$ cat src/hw/gwib_map.vh
// Register map and constants for the pin, watchdog and power-init event bank
`ifndef GWIB_MAP_VH
`define GWIB_MAP_VH

// Register indices (byte address is four times the index)
`define GWIB_IDX_PIN_EDGE_STATUS_LOW 8'h52
`define GWIB_IDX_PIN_EDGE_MASK_LOW   8'h53
`define GWIB_IDX_MISC_EVENT_STATUS   8'h54
`define GWIB_IDX_MISC_EVENT_MASK     8'h55

// Byte addresses on the register bus
`define GWIB_ADDR_PIN_EDGE_STATUS_LOW 10'h148
`define GWIB_ADDR_PIN_EDGE_MASK_LOW   10'h14c
`define GWIB_ADDR_MISC_EVENT_STATUS   10'h150
`define GWIB_ADDR_MISC_EVENT_MASK     10'h154

// Widths
`define GWIB_AW 10
`define GWIB_DW 32
`define GWIB_RW 8

// Reset values
`define GWIB_MASK_RST   8'hff
`define GWIB_STATUS_RST 8'h00

// Field positions in the misc event registers
`define GWIB_BIT_PIN4_RISE  0
`define GWIB_BIT_PIN4_FALL  1
`define GWIB_BIT_PIN5_RISE  2
`define GWIB_BIT_PIN5_FALL  3
`define GWIB_BIT_WATCHDOG   4
`define GWIB_BIT_POWER_INIT 7

// Implemented bits
`define GWIB_MISC_VALID 8'h9f
`define GWIB_LOW_VALID  8'hff

`endif

$ cat src/hw/gwib_flag_reg.v
// Write-one-to-clear status flags with set priority over clear
`timescale 1ns/1ps
`default_nettype none
`include "gwib_map.vh"

module gwib_flag_reg (
  // Clock and reset
  input  wire                 clk_in,
  input  wire                 rst_in,
  // Event and clear strobes, implemented-bit mask
  input  wire [`GWIB_RW-1:0]  set_in,
  input  wire [`GWIB_RW-1:0]  clr_in,
  input  wire [`GWIB_RW-1:0]  valid_in,
  // Flags
  output reg  [`GWIB_RW-1:0]  flag_q_out
);

  wire [`GWIB_RW-1:0] flag_d;

  // Set beats clear; zero bits keep their value
  assign flag_d = ((flag_q_out & ~clr_in) | set_in) & valid_in;

  always @(posedge clk_in or posedge rst_in) begin
    if (rst_in) begin
      flag_q_out <= `GWIB_STATUS_RST;
    end else begin
      flag_q_out <= flag_d;
    end
  end

endmodule // gwib_flag_reg
`default_nettype wire

$ cat src/hw/gwib_irq_bank.v
// Event status and mask bank with APB access and host interrupt
`timescale 1ns/1ps
`default_nettype none
`include "gwib_map.vh"

module gwib_irq_bank (
  // Clock and resets
  input  wire                 clk_in,
  input  wire                 rst_in,
  input  wire                 full_rst_in,
  // Events, one-cycle pulses from the detectors; power-init is a level input
  input  wire [3:0]           pin_rise_in,
  input  wire [3:0]           pin_fall_in,
  input  wire [1:0]           pin_hi_rise_in,
  input  wire [1:0]           pin_hi_fall_in,
  input  wire                 watchdog_event_in,
  input  wire                 power_init_reset_input_in,
  // APB slave
  input  wire                 psel_in,
  input  wire                 penable_in,
  input  wire                 pwrite_in,
  input  wire [`GWIB_AW-1:0]  paddr_in,
  input  wire [`GWIB_DW-1:0]  pwdata_in,
  output reg  [`GWIB_DW-1:0]  prdata_out,
  output reg                  pready_out,
  output reg                  pslverr_out,
  // Host interrupt
  output reg                  host_irq_out
);

  reg  [`GWIB_RW-1:0] pin_edge_mask_low_q;
  reg  [`GWIB_RW-1:0] misc_event_mask_q;
  reg                 power_init_prev_q;
  wire [`GWIB_RW-1:0] low_flags;
  wire [`GWIB_RW-1:0] misc_flags;
  wire [`GWIB_RW-1:0] low_set;
  wire [`GWIB_RW-1:0] misc_set;
  wire [`GWIB_RW-1:0] low_clr;
  wire [`GWIB_RW-1:0] misc_clr;
  wire                setup;
  wire                wr;
  wire                power_init_event;
  reg  [`GWIB_DW-1:0] rd_d;
  reg                 hit_d;

  // Interleave rise and fall into rise-even, fall-odd bit order
  function [`GWIB_RW-1:0] pack_edges;
    input [3:0] rise;
    input [3:0] fall;
    integer i;
    begin
      pack_edges = `GWIB_STATUS_RST;
      for (i = 0; i < 4; i = i + 1) begin
        pack_edges[2*i]   = rise[i];
        pack_edges[2*i+1] = fall[i];
      end
    end
  endfunction

  // Decode a write-one-to-clear strobe for one register
  function [`GWIB_RW-1:0] clr_for;
    input                sel;
    input [`GWIB_RW-1:0] data;
    begin
      clr_for = sel ? data : `GWIB_STATUS_RST;
    end
  endfunction

  // APB: one wait-free access phase; setup samples the request
  assign setup = psel_in & ~penable_in;
  assign wr    = psel_in & penable_in & pwrite_in;

  // Power-init input is a level; it flags on going high
  assign power_init_event = power_init_reset_input_in & ~power_init_prev_q;

  assign low_set = pack_edges(pin_rise_in, pin_fall_in);

  assign misc_set = {power_init_event,
                     2'b00,
                     watchdog_event_in,
                     pin_hi_fall_in[1], pin_hi_rise_in[1],
                     pin_hi_fall_in[0], pin_hi_rise_in[0]};

  assign low_clr = clr_for(wr &
    (paddr_in == `GWIB_ADDR_PIN_EDGE_STATUS_LOW),
    pwdata_in[`GWIB_RW-1:0]);
  assign misc_clr = clr_for(wr &
    (paddr_in == `GWIB_ADDR_MISC_EVENT_STATUS),
    pwdata_in[`GWIB_RW-1:0]);

  // Flags belong to the full reset domain
  gwib_flag_reg u_low_flags (
    .clk_in     (clk_in),
    .rst_in     (full_rst_in),
    .set_in     (low_set),
    .clr_in     (low_clr),
    .valid_in   (`GWIB_LOW_VALID),
    .flag_q_out (low_flags)
  );

  gwib_flag_reg u_misc_flags (
    .clk_in     (clk_in),
    .rst_in     (full_rst_in),
    .set_in     (misc_set),
    .clr_in     (misc_clr),
    .valid_in   (`GWIB_MISC_VALID),
    .flag_q_out (misc_flags)
  );

  // Edge memory of the power-init level
  always @(posedge clk_in or posedge full_rst_in) begin
    if (full_rst_in) begin
      power_init_prev_q <= 1'b0;
    end else begin
      power_init_prev_q <= power_init_reset_input_in;
    end
  end

  // Mask registers in the general reset domain
  always @(posedge clk_in or posedge rst_in) begin
    if (rst_in) begin
      pin_edge_mask_low_q <= `GWIB_MASK_RST;
      misc_event_mask_q   <= `GWIB_MASK_RST;
    end else if (wr) begin
      if (paddr_in == `GWIB_ADDR_PIN_EDGE_MASK_LOW) begin
        pin_edge_mask_low_q <= pwdata_in[`GWIB_RW-1:0];
      end
      if (paddr_in == `GWIB_ADDR_MISC_EVENT_MASK) begin
        misc_event_mask_q <= pwdata_in[`GWIB_RW-1:0];
      end
    end
  end

  // Read mux; reserved status bits and upper lanes read zero, mask bits 5 and 6 read as written
  always @* begin
    rd_d  = {`GWIB_DW{1'b0}};
    hit_d = 1'b1;
    case (paddr_in)
      `GWIB_ADDR_PIN_EDGE_STATUS_LOW: begin
        rd_d[`GWIB_RW-1:0] = low_flags;
      end
      `GWIB_ADDR_PIN_EDGE_MASK_LOW: begin
        rd_d[`GWIB_RW-1:0] = pin_edge_mask_low_q;
      end
      `GWIB_ADDR_MISC_EVENT_STATUS: begin
        rd_d[`GWIB_RW-1:0] = misc_flags;
      end
      `GWIB_ADDR_MISC_EVENT_MASK: begin
        rd_d[`GWIB_RW-1:0] = misc_event_mask_q;
      end
      default: begin
        hit_d = 1'b0;
      end
    endcase
  end

  // Bus answer registered in the setup cycle, ready in the access cycle
  always @(posedge clk_in or posedge rst_in) begin
    if (rst_in) begin
      prdata_out  <= {`GWIB_DW{1'b0}};
      pready_out  <= 1'b0;
      pslverr_out <= 1'b0;
    end else begin
      pready_out  <= setup;
      pslverr_out <= setup & ~hit_d;
      if (setup & ~pwrite_in) begin
        prdata_out <= rd_d;
      end
    end
  end

  // Interrupt from unmasked flags only
  always @(posedge clk_in or posedge rst_in) begin
    if (rst_in) begin
      host_irq_out <= 1'b0;
    end else begin
      host_irq_out <= |(low_flags & ~pin_edge_mask_low_q) |
                      |(misc_flags & ~misc_event_mask_q &
                        `GWIB_MISC_VALID);
    end
  end

endmodule // gwib_irq_bank
`default_nettype wire

$ cat config.mk
export PLATFORM = sky130hd
export DESIGN_NAME = gwib_irq_bank
export DESIGN_NICKNAME = d
export VERILOG_FILES = /design/src/hw/gwib_flag_reg.v /design/src/hw/gwib_irq_bank.v
export VERILOG_INCLUDE_DIRS = /design/src /design/src/hw
export SDC_FILE = /design/constraint.sdc
export NUM_CORES = 1
export LEC_CHECK = 0
export ABC_AREA = 1
export BUFFER_PORTS_ARGS = -buffer_cell sky130_fd_sc_hd__buf_2
export CAP_MARGIN = 25
export CORE_ASPECT_RATIO = 0.9
export CORE_MARGIN = 8
export CORE_UTILIZATION = 45
export CTS_CLUSTER_SIZE = 30
export DETAILED_ROUTE_END_ITERATION = 8
export GPL_TIMING_DRIVEN = 0
export PLACE_DENSITY = 0.76
export SETUP_SLACK_MARGIN = 0.05
export SYNTH_ARGS = -nofsm -noshare
export SYNTH_HDL_FRONTEND = slang
export SYNTH_HIERARCHICAL = 1
export SYNTH_SLANG_ARGS = --single-unit
$ cat constraint.sdc
create_clock -name clk_in -period 2.8 [get_ports clk_in]
set_input_delay 0.28 -clock clk_in [delete_from_list [all_inputs] [get_ports clk_in]]
set_output_delay 0.28 -clock clk_in [all_outputs]
set_load 0.03 [all_outputs]
==> flow_summary_export.csv, run 1 <==
group,metric,value,unit
sta,clock_skew,0.004377,ns
pwr,ir_drop,0.3679,mV
floorplan,fp.dieW,98.52,um
cells_and_area,syn_to_final_growth,23.55,%
floorplan,die_y,90.27,um
pwr,finalPower,1.413,mW
floorplan,rows,27,
cells_and_area,final_nets,526,
grt,grt_use_total,0.1520,
cts,cts_buffers,5,
cells_and_area,diodes,0,
drt,ant_nets,0,
sta,hold_viol_final,0,
drt,first_iter_violations,146,
setup_path,slowest_stage,"nor2_4",
yosys,ys_seq_area_frac,0.4065,
drt,drtPass1Iterations,4,
drt,drc_errors,0,
sta,fmax,690.5,MHz
place,dpl_worst_slack,1.037,ns
cts,htreeDepth,2,
cells_and_area,layout-drive-gt1-share,0.2989,
cts,postCtsSetupBuffers,0,
grt,antenna_found_initial,0,
floorplan,die_area,8892,sq um
sta,setup_ws,1.352,ns
sta,setup-tns-final,0,ns
sta,rsz0062_at_grt,"no",
place,dpl.hpwl,5181,um
cts,clockBufferDepth,2,
setup_path,end_kind,"flop",
yosys,netlist_instances,366,
setup_path,rr_worst_depth,5,
sta,period_needed,1.448,ns
cts,clock_latency,0.30,ns
floorplan,start_util,0.4586,
pwr,power.density,414.7,nW/um^2
sta,slew_headroom,0.6505,
yosys,synthesis.area,2758,sq um
yosys,yosysTopAreaCell,"dfrtp_1",
setup_path,cpLargestDelayFamily,"simple AND/OR/NAND/NOR gates",
setup_path,r2r-start,"pin_edge_mask_low_q[6]",
cells_and_area,fill_cells,560,
cts,path_clk_slew,0.09,ns
pwr,power.leakage,2.030,nW
yosys,syn_area_per_cell,7.535,sq um
yosys,synth_cell_types,29,
grt,grt-ovfl-total,0,
grt,grt_max_degree,28,
drt,wl_per_cell,12.07,um
grt,grt_pass1_wl,10940,um
cells_and_area,final_cell_mix,"89 x inv_1, 76 x nand2_1, 49 x buf_2",
place,gp_congestion,0.8985,
yosys,yosysWarnings,6,
hold_path,min-delay-start,"power_init_reset_input_in",
sta,fin_crit_sh,0.5172,
place,numPortBuffers,48,
setup_path,path_cells,"buf_2 -> nor2_4 -> nand2_1 -> nor2_4 -> nand3_2 -> nor2_1 -> inv_1 -> nand2_1 -> a21oi_2",
sta,slew_violations,0,
hold_path,whs_endpoint,"power_init_prev_q",
hold_path,hold_path.class,"primary input to flop",
grt,grt_pass1_vias,2331,
cells_and_area,fin_util,0.5666,
cts,cts.sinks,44,
floorplan,core_area,6013,sq um
hold_path,holdPathStages,1,
yosys,synth_top_area_frac,0.2541,
drt,dr_total_vias,2384,
place,dp.cells,526,
drt,drt_wl_total,6484,um
drt,routed_via_density,4.439,
cells_and_area,fin_cells,537,
setup_path,r2r_slack,1.64,ns
run_status,outcome,"completed",
cells_and_area,layout_commonest_cell,"inv_1",
setup_path,cp_num_buf_inv,2,
setup_path,worstReg2RegEnd,"host_irq_out",
yosys,yosys-top-cells-area,"dfrtp_1 25%, dfstp_2 15%, inv_1 12%",
setup_path,max_stage_delay,0.30,ns
cts,cts_tree,"yes",
yosys,synth-seq-cells,44,
setup_path,cp.required,2.99,ns
setup_path,critPathArrivalTime,1.64,ns
sta,setup_viol,0,
setup_path,critPathLaunchType,"primary input",
setup_path,path_class,"primary input to flop",
sta,worst_pin_slew,0.5223,ns
floorplan,io_pins,97,
cts,cts-root-buf,"clkbuf_8",
flow_run,drv_cap,0,
setup_path,critPathMaxFanout,10,
[cell type report]
type | instances | area (sq um) | share of cell area
Multi-Input combinational cell | 243 | 1226 | 0.3599
Sequential cell | 44 | 1121 | 0.3291
Inverter | 91 | 341.6 | 0.1003
Timing Repair Buffer | 51 | 287.8 | 0.08447
Buffer | 28 | 219.0 | 0.06427
Tap cell | 72 | 90.09 | 0.02644
Clock buffer | 6 | 82.58 | 0.02424
Clock inverter | 2 | 38.79 | 0.01138
[flip-flops by register name, summed over array words and instances, names as in the netlist, 8 cells and up]
| register | flops |
|---|---|
| misc_event_mask_q | 8 |
| pin_edge_mask_low_q | 8 |
| prdata_out | 8 |
| u_low_flags/flag_q_out | 8 |
| u_misc_flags/flag_q_out | 8 |
[synth_stat cells (all sizes together)]
| library cell | count |
|---|---|
| inv | 90 |
| conb | 2 |
| nor2 | 35 |
| a221oi | 2 |
| o21ai | 27 |
| dfstp | 16 |
| nand4 | 4 |
| a21oi | 16 |
| nand2 | 78 |
| o22ai | 3 |
| dfrtp | 28 |
| buf | 28 |
| nor3 | 3 |
| clkinv | 1 |
| nand3 | 33 |
[routing by layer]
layer  vias to the layer above  wire length (um)  GRT usage
met5                         -                 0          0
met4                         0                69    0.04470
met3                         6               590    0.05316
met2                        84              2834     0.2412
met1                      1059              2990     0.1895
li1                       1235                 -          -
[stage by stage]
stage | hold WS, ns | instance area [sq um]
4_1_cts | 0.09130 | 3369
6_report | 0.09776 | 3407
3_5_place_dp | 0.1448 | 3238
3_3_place_gp | 0.1373 | 3238
5_1_grt | 0.07798 | 3407
2_1_floorplan | 0.008714 | 2908
[what timing repair did]
action / 4_1_cts / 5_1_grt
hold buffers: 1 / 1
setup endpoints to repair: 0 / 0
gates resized for setup: 0 / 0
hold endpoints to repair: 17 / 2
[cells by family after synthesis]
logic type | synth area share
buffers and inverters | 0.2033
AO/OA/AOI/OAI | 0.1266
flip-flops | 0.4065
other | 0.002723
AND/OR/NAND/NOR | 0.2609
[where the power goes]
| part | total (mW) | internal [mW] | switching, mW |
|---|---|---|---|
| clock network | 0.519 | 0.292 | 0.227 |
| registers | 0.673 | 0.657 | 0.0163 |
| logic | 0.220 | 0.0786 | 0.141 |
| total | 1.41 | 1.03 | 0.385 |
[worst max path at each step]
stage	endpoint	cells past startpoint	slack [ns]	from
after global routing	u_misc_flags/flag_q_out[4]	10	1.18	paddr_in[8]
after detailed placement	u_low_flags/flag_q_out[5]	9	1.04	paddr_in[9]
final	u_low_flags/flag_q_out[5]	9	1.35	paddr_in[9]
after floorplan	u_low_flags/flag_q_out[0]	9	1.44	paddr_in[8]
after CTS	u_low_flags/flag_q_out[5]	9	1.34	paddr_in[9]
after global placement	u_low_flags/flag_q_out[2]	9	1.07	paddr_in[9]
(Power assumes the default switching activity.)
==> inputs of run 2 (changes only) <==
- PLACE_DENSITY: 0.76 -> 0.79
- clock period: 2.8 -> 1.15 ns (I/O delays scaled with it)
==> run 2 against run 1 <==
Setup slack lost 1.3 ns. Sequential share of layout area shrank 1.4 points. Clock power grew 83%. Largest cell class unchanged. Power grew 120%. Combinational power grew to 2.6 times the previous value.
==> flow_summary_export.csv, run 2 (synthesis results as in run 1) <==
group,metric,value,unit
run_status,outcome,"completed",
drt,drc_errors,0,
sta,slew_violations,0,
hold_path,hold_path.class,"primary input to flop",
cts,cts-root-buf,"clkbuf_8",
sta,hold_slack,0.02429,ns
cts,clockBufferDepth,2,
pwr,power.leakage,2.084,nW
setup_path,path_class,"flop to flop",
setup_path,worstReg2RegEnd,"host_irq_out",
setup_path,critPathLaunchType,"flop",
place,numPortBuffers,48,
pwr,p_switching,0.9454,mW
place,dpl.hpwl,5311,um
grt,grt_max_degree,28,
pwr,internal-power,2.224,mW
pwr,p_seq_frac,0.519,
setup_path,rr_worst_depth,5,
sta,rsz0062_at_grt,"yes",
grt,grt_pass1_vias,2456,
cells_and_area,final_cell_mix,"84 x inv_1, 72 x nand2_1, 47 x buf_2",
floorplan,die_area,8892,sq um
setup_path,r2r_slack,0.03,ns
sta,setup_viol,0,
cts,clock_latency,0.30,ns
sta,period_needed,1.117,ns
grt,grt_pass1_wl,11020,um
hold_path,min-delay-start,"pwdata_in[0]",
floorplan,die_y,90.27,um
cells_and_area,final_nets,538,
cells_and_area,fill_cells,551,
cts,htreeDepth,2,
setup_path,critPathMaxFanout,2,
sta,fmax,895.2,MHz
floorplan,start_util,0.4586,
drt,drt_wl_total,6785,um
cells_and_area,layout-drive-gt1-share,0.3508,
cts,cts_tree,"yes",
floorplan,rows,27,
cells_and_area,diodes,0,
cts,path_clk_slew,0.08,ns
place,dpl_cell_area,3271,sq um
drt,dr_total_vias,2461,
floorplan,io_pins,97,
floorplan,core_area,6013,sq um
drt,wl_per_cell,12.38,um
pwr,finalPower,3.170,mW
pwr,netSwitchingFraction,0.2982,
setup_path,r2r-start,"pin_edge_mask_low_q[6]",
sta,clock_skew,0.004903,ns
pwr,ir_drop,0.6513,mV
drt,drtPass1Iterations,4,
cells_and_area,syn_to_final_growth,28.90,%
grt,grt-ovfl-total,0,
setup_path,cp.required,1.32,ns
cells_and_area,fin_util,0.5911,
cts,cts.sinks,44,
cells_and_area,stdcell_area,3555,sq um
grt,antenna_found_initial,0,
hold_path,holdPathStages,3,
grt,grt_use_total,0.1524,
pwr,clkPwrFrac,0.300,
cts,cts_buffers,5,
sta,fin_crit_sh,0.9714,
floorplan,fp.dieW,98.52,um
drt,routed_via_density,4.491,
drt,ant_nets,0,
setup_path,end_kind,"flop",
flow_run,drv_cap,0,
place,gp_congestion,0.9664,
cells_and_area,layout_commonest_cell,"inv_1",
hold_path,whs_endpoint,"pin_edge_mask_low_q[0]",
pwr,power_frac_comb,0.182,
pwr,power.density,891.7,nW/um^2
sta,setup-tns-final,0,ns
sta,hold_viol_final,0,
setup_path,critPathArrivalTime,1.29,ns
drt,first_iter_violations,126,
[run 2: cell count changes in the layout (fill, tap and decap cells not counted), moves of 3 or more]
| cell | change |
|---|---|
| buf_4 | +9 |
| inv_1 | -5 |
| inv_2 | +4 |
| nand2_1 | -4 |
| nand2_2 | +4 |
| o21ai_0 | -4 |
| nor2_1 | -3 |
| o21ai_1 | +3 |
[run 2: worst max-delay path, stage by stage (launching register included)]
cell and delay [ns]:
dfstp_2 0.55, inv_2 0.04, nand2_2 0.04, o21ai_1 0.07, a221oi_2 0.18, nand3_1 0.11
[run 2: layout make-up]
type | instances | area (sq um) | area share
plain buffers | 28 | 221.5 | 0.06230
flip-flops and latches | 44 | 1121 | 0.3154
clock inverters | 2 | 12.51 | 0.003520
inverters | 91 | 355.3 | 0.09996
clock buffers | 5 | 68.82 | 0.01936
well taps | 72 | 90.09 | 0.02534
repair buffers | 63 | 397.9 | 0.1119
multi-input cells | 243 | 1287 | 0.3622
[run 2: per-stage QoR]
stage | setup slack [ns] | cells
detailed placement | -0.4651 | 526
global placement | -0.4113 | 526
CTS | -0.01138 | 539
global route | -0.0001188 | 548
floorplan | -0.02303 | 406
finish | 0.03295 | 548
[run 2: routing by layer]
layer,global-route usage,routed length (um)
met5,0,0
met1,0.1846,2953
met4,0.07152,192
met3,0.05470,592
met2,0.2356,3046
[run 2: power groups by stage]
stage	Sequential, mW	Clock [mW]	Combinational, mW
floorplan	1.66	0	0.387
global placement	1.67	0	0.513
detailed placement	1.67	0	0.525
CTS	1.64	0.973	0.542
global route	1.65	1.06	0.637
finish	1.64	0.950	0.576
[run 2: worst max path at each step]
stage / end / from / cells past startpoint / slack [ns]
6_report: host_irq_out / pin_edge_mask_low_q[6] / 5 / 0.03
5_1_grt: host_irq_out / pin_edge_mask_low_q[6] / 5 / -0.0001
4_1_cts: host_irq_out / pin_edge_mask_low_q[1] / 5 / -0.01
2_1_floorplan: u_low_flags/flag_q_out[1] / paddr_in[8] / 9 / -0.02
3_5_place_dp: u_low_flags/flag_q_out[4] / paddr_in[8] / 10 / -0.47
3_3_place_gp: u_low_flags/flag_q_out[1] / paddr_in[8] / 10 / -0.41
[run 2: what timing repair did]
action | 4_1_cts | 5_1_grt
endpoints found under the hold margin | 19 | 6
resized for setup | 6 | 15
setup endpoints to repair | 24 | 40
hold buffers | 3 | 1
gates cloned | 0 | 0
setup buffers | 3 | 7
pin swaps | 2 | 8
